**src/spm_regs.vh**
```
/*
 Register offsets, field positions and reset values of the serial port and
 address pin multiplexer. Assumes inclusion by the modules under src/.
*/
`ifndef SPM_REGS_VH
`define SPM_REGS_VH

// ---------------------------------------------------------------
// Register indices and byte addresses
// ---------------------------------------------------------------
`define SPM_IDX_PULL_INH1 16'h1c17
`define SPM_IDX_PULL_INH2 16'h1c18
`define SPM_IDX_PULL_INH3 16'h1c19
`define SPM_IDX_EXT_BUS_SEL 16'h1c00
`define SPM_IDX_CLK_SRC 16'h1c24
`define SPM_IDX_CPU_STAT3 16'h1c25
`define SPM_ADDR_PULL_INH1 18'h0705c
`define SPM_ADDR_PULL_INH2 18'h07060
`define SPM_ADDR_PULL_INH3 18'h07064
`define SPM_ADDR_EXT_BUS_SEL 18'h07000
`define SPM_ADDR_CLK_SRC 18'h07090
`define SPM_ADDR_CPU_STAT3 18'h07094
`define SPM_ADDR_W 18

// ---------------------------------------------------------------
// External bus select fields
// ---------------------------------------------------------------
`define SPM_EBS_ADDR_LSB 0
`define SPM_EBS_G0_LSB 8
`define SPM_EBS_G1_LSB 10
`define SPM_EBS_MASK 32'h00000f3f
`define SPM_EBS_RESET 32'h00000000

// ---------------------------------------------------------------
// Serial group modes
// ---------------------------------------------------------------
`define SPM_MODE_CARD 2'h0
`define SPM_MODE_AUDIO 2'h1
`define SPM_MODE_GPIO 2'h2
`define SPM_MODE_RSVD 2'h3

// ---------------------------------------------------------------
// Other fields and resets
// ---------------------------------------------------------------
`define SPM_PULL_RESET 16'h0000
`define SPM_CLK_SRC_W 4
`define SPM_CLK_SRC_RESET 4'h0
`define SPM_CLK_OFF_BIT 0
`define SPM_CLK_OFF_RESET 1'b0

`endif

```
**src/spm_pin_mux.v**
```verilog
/*
 Pin multiplexer for two serial groups and six upper address pins, with
 pulldown inhibit, clock output source and clock-off control over APB.
 Assumes all inputs synchronous to clk_sys; pads resolve out/oe_b pairs.
*/
`timescale 1ns/1ps
`include "spm_regs.vh"

module spm_pin_mux #(
	parameter SRC_CNT = 16
) (
	input wire clk_sys,
	input wire rst_b,
	input wire psel,
	input wire penable,
	input wire pwrite,
	input wire [31:0] paddr,
	input wire [31:0] pwdata,
	output reg [31:0] prdata,
	output reg pready,
	output reg pslverr,
	input wire [SRC_CNT-1:0] gen_clocks,
	input wire card0_clock,
	input wire card0_cmd_out,
	input wire card0_cmd_oe_b,
	input wire [3:0] card0_dat_out,
	input wire [3:0] card0_dat_oe_b,
	input wire card1_clock,
	input wire card1_cmd_out,
	input wire card1_cmd_oe_b,
	input wire [3:0] card1_dat_out,
	input wire [3:0] card1_dat_oe_b,
	input wire audio0_bit_clock,
	input wire audio0_clk_oe_b,
	input wire audio0_fs_out,
	input wire audio0_fs_oe_b,
	input wire audio0_tx,
	input wire audio1_bit_clock,
	input wire audio1_clk_oe_b,
	input wire audio1_fs_out,
	input wire audio1_fs_oe_b,
	input wire audio1_tx,
	input wire [5:0] gpio_group0_out,
	input wire [5:0] gpio_group0_oe_b,
	input wire [5:0] gpio_group1_out,
	input wire [5:0] gpio_group1_oe_b,
	input wire [5:0] ext_mem_upper_address,
	input wire [5:0] gpio_address_out,
	input wire [5:0] gpio_address_oe_b,
	input wire [5:0] group0_pin_in,
	input wire [5:0] group1_pin_in,
	input wire [5:0] addr_pin_in,
	output reg [5:0] group0_pin_out,
	output reg [5:0] group0_pin_oe_b,
	output reg [5:0] group1_pin_out,
	output reg [5:0] group1_pin_oe_b,
	output reg [5:0] addr_pin_out,
	output reg [5:0] addr_pin_oe_b,
	output reg [5:0] gpio_group0_in,
	output reg [5:0] gpio_group1_in,
	output reg [5:0] gpio_address_in,
	output reg [11:0] serial_pulldown_inhibit,
	output reg [15:0] pulldown_inhibit_2,
	output reg [15:0] pulldown_inhibit_3,
	output reg debug_clock_output
);

	// -----------------------------------------------------------
	// Reset synchroniser
	// -----------------------------------------------------------
	reg rst_meta_b;
	reg rst_sync_b;

	always @(posedge clk_sys or negedge rst_b) begin
		if (!rst_b) begin
			rst_meta_b <= 1'b0;
			rst_sync_b <= 1'b0;
		end else begin
			rst_meta_b <= 1'b1;
			rst_sync_b <= rst_meta_b;
		end
	end

	// -----------------------------------------------------------
	// Registers
	// -----------------------------------------------------------
	reg [31:0] external_bus_select_reg;
	reg [15:0] pulldown_inhibit_1;
	reg [`SPM_CLK_SRC_W-1:0] clock_output_source_select;
	reg clock_output_off_bit;

	wire [1:0] serial_group0_mode;
	wire [1:0] serial_group1_mode;
	wire [5:0] addr_mode;

	// All pin mux controls live in the one select register
	assign serial_group0_mode = external_bus_select_reg[`SPM_EBS_G0_LSB+1:`SPM_EBS_G0_LSB];
	assign serial_group1_mode = external_bus_select_reg[`SPM_EBS_G1_LSB+1:`SPM_EBS_G1_LSB];
	assign addr_mode = external_bus_select_reg[`SPM_EBS_ADDR_LSB+5:`SPM_EBS_ADDR_LSB];

	function addr_hit;
		input [31:0] a;
		input [`SPM_ADDR_W-1:0] target;
		begin
			addr_hit = (a[31:`SPM_ADDR_W] == 14'h0000) && (a[`SPM_ADDR_W-1:0] == target);
		end
	endfunction

	wire hit_ebs;
	wire hit_p1;
	wire hit_p2;
	wire hit_p3;
	wire hit_src;
	wire hit_stat;
	wire hit_any;
	wire access;
	wire write_fire;

	assign hit_ebs = addr_hit(paddr, `SPM_ADDR_EXT_BUS_SEL);
	assign hit_p1 = addr_hit(paddr, `SPM_ADDR_PULL_INH1);
	assign hit_p2 = addr_hit(paddr, `SPM_ADDR_PULL_INH2);
	assign hit_p3 = addr_hit(paddr, `SPM_ADDR_PULL_INH3);
	assign hit_src = addr_hit(paddr, `SPM_ADDR_CLK_SRC);
	assign hit_stat = addr_hit(paddr, `SPM_ADDR_CPU_STAT3);
	assign hit_any = hit_ebs | hit_p1 | hit_p2 | hit_p3 | hit_src | hit_stat;
	assign access = psel & penable & ~pready;
	// Write lands only at the edge that completes the transfer
	assign write_fire = psel & penable & pready & pwrite;

	// -----------------------------------------------------------
	// APB slave: one wait state, answer in second access cycle
	// -----------------------------------------------------------
	reg [31:0] next_prdata;

	always @* begin
		next_prdata = 32'h00000000;
		if (hit_ebs)
			next_prdata = external_bus_select_reg;
		else if (hit_p1)
			next_prdata = {16'h0000, pulldown_inhibit_1};
		else if (hit_p2)
			next_prdata = {16'h0000, pulldown_inhibit_2};
		else if (hit_p3)
			next_prdata = {16'h0000, pulldown_inhibit_3};
		else if (hit_src)
			next_prdata = {{(32-`SPM_CLK_SRC_W){1'b0}}, clock_output_source_select};
		else if (hit_stat)
			next_prdata = {31'h00000000, clock_output_off_bit};
	end

	always @(posedge clk_sys or negedge rst_sync_b) begin
		if (!rst_sync_b) begin
			prdata <= 32'h00000000;
			pready <= 1'b0;
			pslverr <= 1'b0;
			external_bus_select_reg <= `SPM_EBS_RESET;
			pulldown_inhibit_1 <= `SPM_PULL_RESET;
			pulldown_inhibit_2 <= `SPM_PULL_RESET;
			pulldown_inhibit_3 <= `SPM_PULL_RESET;
			clock_output_source_select <= `SPM_CLK_SRC_RESET;
			clock_output_off_bit <= `SPM_CLK_OFF_RESET;
		end else begin
			pready <= access;
			pslverr <= access & ~hit_any;
			prdata <= (access & ~pwrite) ? next_prdata : 32'h00000000;
			if (write_fire) begin
				// Serial mode fields reset to card functions, address pins to ext_mem_upper_address
				if (hit_ebs)
					external_bus_select_reg <= pwdata & `SPM_EBS_MASK;
				if (hit_p1)
					pulldown_inhibit_1 <= pwdata[15:0];
				if (hit_p2)
					pulldown_inhibit_2 <= pwdata[15:0];
				if (hit_p3)
					pulldown_inhibit_3 <= pwdata[15:0];
				if (hit_src)
					clock_output_source_select <= pwdata[`SPM_CLK_SRC_W-1:0];
				// Clock-off set by boot code, cleared by software
				if (hit_stat)
					clock_output_off_bit <= pwdata[`SPM_CLK_OFF_BIT];
			end
		end
	end

	// -----------------------------------------------------------
	// Serial groups
	// -----------------------------------------------------------
	wire [5:0] g0_out;
	wire [5:0] g0_oe_b;
	wire [5:0] g1_out;
	wire [5:0] g1_oe_b;

	// Group zero functions
	spm_group_mux u_group0 (
		.mode(serial_group0_mode),
		.card_clk(card0_clock),
		.card_cmd_out(card0_cmd_out),
		.card_cmd_oe_b(card0_cmd_oe_b),
		.card_dat_out(card0_dat_out),
		.card_dat_oe_b(card0_dat_oe_b),
		.audio_clk_out(audio0_bit_clock),
		.audio_clk_oe_b(audio0_clk_oe_b),
		.audio_fs_out(audio0_fs_out),
		.audio_fs_oe_b(audio0_fs_oe_b),
		.audio_tx(audio0_tx),
		.gpio_out(gpio_group0_out),
		.gpio_oe_b(gpio_group0_oe_b),
		.pin_out(g0_out),
		.pin_oe_b(g0_oe_b)
	);

	// Group one functions
	spm_group_mux u_group1 (
		.mode(serial_group1_mode),
		.card_clk(card1_clock),
		.card_cmd_out(card1_cmd_out),
		.card_cmd_oe_b(card1_cmd_oe_b),
		.card_dat_out(card1_dat_out),
		.card_dat_oe_b(card1_dat_oe_b),
		.audio_clk_out(audio1_bit_clock),
		.audio_clk_oe_b(audio1_clk_oe_b),
		.audio_fs_out(audio1_fs_out),
		.audio_fs_oe_b(audio1_fs_oe_b),
		.audio_tx(audio1_tx),
		.gpio_out(gpio_group1_out),
		.gpio_oe_b(gpio_group1_oe_b),
		.pin_out(g1_out),
		.pin_oe_b(g1_oe_b)
	);

	// Gpio input masks per mode
	function [5:0] gpio_in_mask;
		input [1:0] mode;
		begin
			case (mode)
			`SPM_MODE_AUDIO: gpio_in_mask = 6'h30;
			`SPM_MODE_GPIO: gpio_in_mask = 6'h3f;
			default: gpio_in_mask = 6'h00;
			endcase
		end
	endfunction

	// -----------------------------------------------------------
	// Registered pin outputs
	// -----------------------------------------------------------
	integer i;

	always @(posedge clk_sys or negedge rst_sync_b) begin
		if (!rst_sync_b) begin
			group0_pin_out <= 6'h00;
			group0_pin_oe_b <= 6'h3f;
			group1_pin_out <= 6'h00;
			group1_pin_oe_b <= 6'h3f;
			addr_pin_out <= 6'h00;
			addr_pin_oe_b <= 6'h3f;
			gpio_group0_in <= 6'h00;
			gpio_group1_in <= 6'h00;
			gpio_address_in <= 6'h00;
			serial_pulldown_inhibit <= 12'h000;
			debug_clock_output <= 1'b0;
		end else begin
			group0_pin_out <= g0_out;
			group0_pin_oe_b <= g0_oe_b;
			group1_pin_out <= g1_out;
			group1_pin_oe_b <= g1_oe_b;
			gpio_group0_in <= group0_pin_in & gpio_in_mask(serial_group0_mode);
			gpio_group1_in <= group1_pin_in & gpio_in_mask(serial_group1_mode);
			for (i = 0; i < 6; i = i + 1) begin
				// Per-pin address or gpio
				if (addr_mode[i]) begin
					addr_pin_out[i] <= gpio_address_out[i];
					addr_pin_oe_b[i] <= gpio_address_oe_b[i];
					gpio_address_in[i] <= addr_pin_in[i];
				end else begin
					addr_pin_out[i] <= ext_mem_upper_address[i];
					addr_pin_oe_b[i] <= 1'b0;
					gpio_address_in[i] <= 1'b0;
				end
			end
			// Pulldown control ignores function
			serial_pulldown_inhibit <= pulldown_inhibit_1[11:0];
			// Source select, gated by clock-off
			debug_clock_output <= ~clock_output_off_bit &
				gen_clocks[clock_output_source_select];
		end
	end

endmodule

```
**src/spm_group_mux.v**
```verilog
/*
 One six-pin serial group: card, audio or gpio function per mode.
 Assumes the caller registers the results and gives synchronous inputs.
*/
`timescale 1ns/1ps
`include "spm_regs.vh"

module spm_group_mux (
	input wire [1:0] mode,
	input wire card_clk,
	input wire card_cmd_out,
	input wire card_cmd_oe_b,
	input wire [3:0] card_dat_out,
	input wire [3:0] card_dat_oe_b,
	input wire audio_clk_out,
	input wire audio_clk_oe_b,
	input wire audio_fs_out,
	input wire audio_fs_oe_b,
	input wire audio_tx,
	input wire [5:0] gpio_out,
	input wire [5:0] gpio_oe_b,
	output reg [5:0] pin_out,
	output reg [5:0] pin_oe_b
);

	// -----------------------------------------------------------
	// Function select
	// -----------------------------------------------------------
	always @* begin
		case (mode)
		`SPM_MODE_CARD: begin
			pin_out = {card_dat_out, card_cmd_out, card_clk};
			pin_oe_b = {card_dat_oe_b, card_cmd_oe_b, 1'b0};
		end
		`SPM_MODE_AUDIO: begin
			// Receive pin stays input
			pin_out = {gpio_out[5:4], 1'b0, audio_tx, audio_fs_out, audio_clk_out};
			pin_oe_b = {gpio_oe_b[5:4], 1'b1, 1'b0, audio_fs_oe_b, audio_clk_oe_b};
		end
		`SPM_MODE_GPIO: begin
			pin_out = gpio_out;
			pin_oe_b = gpio_oe_b;
		end
		default: begin
			// Reserved: all pins released
			pin_out = 6'h00;
			pin_oe_b = 6'h3f;
		end
		endcase
	end

endmodule

```
**config.mk**
```make
export PLATFORM = sky130hd
export DESIGN_NAME = spm_pin_mux
export DESIGN_NICKNAME = d
export VERILOG_FILES = /design/src/spm_pin_mux.v /design/src/spm_group_mux.v
export VERILOG_INCLUDE_DIRS = /design/src /design/src/src
export SDC_FILE = /design/constraint.sdc
export NUM_CORES = 1
export LEC_CHECK = 0
export BUFFER_PORTS_ARGS = -buffer_cell sky130_fd_sc_hd__buf_2
export CORE_MARGIN = 5
export CORE_UTILIZATION = 35
export DETAILED_ROUTE_END_ITERATION = 16
export GPL_ROUTABILITY_DRIVEN = 0
export PLACE_DENSITY = 0.68
export SKIP_LAST_GASP = 1
export SLEW_MARGIN = 20
export SYNTH_ARGS = -nofsm -noshare
export SYNTH_HDL_FRONTEND = slang
export SYNTH_HIERARCHICAL = 1
export SYNTH_SLANG_ARGS = --single-unit
```
**constraint.sdc**
```tcl
create_clock -name clk_sys -period 4.4 [get_ports clk_sys]
set_input_delay 0.66 -clock clk_sys [delete_from_list [all_inputs] [get_ports clk_sys]]
set_output_delay 0.66 -clock clk_sys [all_outputs]
set_load 0.1 [all_outputs]
```
==> impl_metrics.csv <==
group,metric,value,unit
clocking,cts_buffer_depth,2,
drt,wl_per_cell,18.1,um
grt,overflow,0,
synth,synth-async-reset-ratio,1.00,
worst_setup_path,ff2ff_setup_slack,2.46,ns
grt,grt_pass1_wl,28.9,mm
sta,hold_viol,0,
floorplanning,io_pins,310,
sta,setup_violations,0,
grt,grt_max_degree,80,
sta,setup_tns,0,ns
sta,fmaxAchievable,344,MHz
drt,routed_wl,18.1,mm
synth,yosys.area.top_type_share,0.509,
worst_setup_path,cp_max_fo,10,
place,portBuffers,277,
cells_and_area,layout-drive-gt1-share,0.564,
sta,drv_slew,0,
drt,drc,0,
synth,synth.cell_area,6490,um^2
worst_setup_path,end_kind,"flop",
worst_setup_path,crit-reg2reg-launch,"pready",
synth,synth_cells,469,
hold_path,hp-class,"reg2async",
cells_and_area,final_cell_mix,"buf_2 (277), dfrtp_1 (131), mux2_2 (65), nor2_1 (22), and2_1 (22)",
place,dp_hpwl,13.5,mm
sta,fin_crit_sh,0.661,
run,cap_violations,0,
sta,fin_skew,0.0107,ns
sta,tightest_slew,1.00,ns
worst_setup_path,worstPathRequired,4.70,ns
grt,grt_usage,0.169,
power_and_ir_drop,power_density,366,nW/um^2
worst_setup_path,r2r-end,"external_bus_select_reg[8]",
clocking,clkLatencyLatePin,0.42,ns
worst_setup_path,critPathKind,"in2reg",
sta,period_minus_slack,2.91,ns
floorplanning,fp.dieW,146,um
worst_setup_path,endpoint,"pulldown_inhibit_2[14]",
synth,synth_cell_types,52,
cells_and_area,nets,934,
worst_setup_path,worstPathArrival,3.21,ns
synth,yosysSeqAreaShare,0.582,
power_and_ir_drop,leakage,0.00450,uW
cells_and_area,syn_to_final_growth,33.3,%
floorplanning,fp.dieArea,21400,um^2
clocking,clock_sinks,150,
synth,synth_edf_count,0,
synth,yosys_warnings,6,
cells_and_area,final_area,8650,um^2
clocking,cts_root_buf,"clkbuf_16",
synth,ys_seq_elements,150,
outcome,status,"finished clean",
clocking,tritoncts,"done",
drt,drt_iter0_markers,171,
synth,synth_area_leader_cell,"dfrtp_1",
floorplanning,core_area,18100,um^2
place,postPlaceCellArea,8040,um^2
synth,synth_area_leaders,"dfrtp_1 (51%), mux2_2 (11%), dfstp_2 (7.3%)",
drt,vias,4891,
clocking,htree_levels,4,
floorplanning,fp-row-count,49,
sta,max_slew_margin,0.327,
clocking,path_clk_slew,0.06,ns
worst_setup_path,reg2regPathDepth,4,
grt,grt_pass1_vias,5271,
clocking,postCtsResizedCells,0,
clocking,hold_buffers,1,
synth,post_synth.cell_area_avg,13.8,um^2
worst_setup_path,crit_start,"paddr[30]",
clocking,numCtsBuffers,17,
drt,dr.pass1.iters,4,
grt,antenna_found_initial,0,
floorplanning,initial_core_util,0.359,
worst_setup_path,worstSetupStartpointType,"input port",
clocking,cts_setup_buffers,0,
power_and_ir_drop,peakVddDrop,0.254,mV
cells_and_area,final_common_cell,"buf_2",
synth,ys.flop_type,"dfrtp_1",
sta,rsz0062_at_grt,"no",
drt,detail-route-antenna-nets,0,
drt,viasPerCell,4.90,
floorplanning,dieHeight,146,um
==> how the worst min path moves through the flow <==
stage / start / end / slack (ns) / cells after the start
6_report: rst_sync_b / gpio_group1_in[5] / 0.25 / 0
5_1_grt: rst_sync_b / gpio_group1_in[5] / 0.29 / 0
4_1_cts: rst_meta_b / rst_sync_b / 0.36 / 0
3_5_place_dp: rst_meta_b / rst_sync_b / 0.35 / 0
3_3_place_gp: rst_meta_b / rst_sync_b / 0.34 / 0
2_1_floorplan: rst_meta_b / rst_sync_b / 0.33 / 0
==> report_power, final <==
group | total, uW | internal (uW) | switching, uW
clock network | 1420 | 865 | 556
registers | 1410 | 1400 | 8.63
logic | 339 | 88.2 | 251
==> cell usage after synthesis (9+ instances only) <==
cell type	count
a21oi_1	9
and2_1	22
buf_4	16
dfrtp_1	132
dfstp_2	18
mux2_2	65
mux2_4	16
mux2i_1	13
nand2_1	11
nor2_1	22
nor2b_1	10
o21ai_0	10
o2bb2ai_1	11
==> worst max-delay path, cell delays in order <==
cell and delay [ns]:
buf_2 0.10, or4_4 0.57, or3_1 0.41, or2_4 0.29, nor3_4 0.49, buf_4 0.32
mux2_2 0.35
==> metal layers <==
layer  global-route usage  wire length, um
met1                0.215             7540
met2                0.284             8990
met3               0.0518             1350
met4               0.0423              191
met5                    0                0
==> cells by family after synthesis <==
| kind of cell | after synthesis | share of synthesized area |
|---|---|---|
| other | 2 | 0.00116 |
| adders and majority gates | 2 | 0.00386 |
| muxes | 99 | 0.187 |
| buffers and inverters | 41 | 0.0426 |
| DFF | 150 | 0.582 |
| and+or+nand+nor | 115 | 0.112 |
| AOI/OAI and AO/OA | 60 | 0.0713 |
==> area by class of cell <==
cell class	instances	area (um^2)
Fill cell	1661	9440
Sequential cell	150	3780
Multi-Input combinational cell	293	2490
Timing Repair Buffer	286	1490
Clock buffer	24	472
Tap cell	229	287
Clock inverter	8	101
Inverter	7	26.3
Antenna cell	1	2.50
==> metrics by stage <==
stage                     hold slack (ns)  power, uW  worst slack [ns]  cells  utilization
after global routing                0.290       3290              1.43    997        0.478
after global placement              0.337       1770              1.07    963        0.444
after floorplan                     0.331       1670              1.54    484            -
after detailed placement            0.346       1770              1.05    963        0.444
after CTS                           0.359       3200              1.49    996        0.477
final                               0.253       3170              1.49    998        0.478
(Power assumes the default switching activity.)
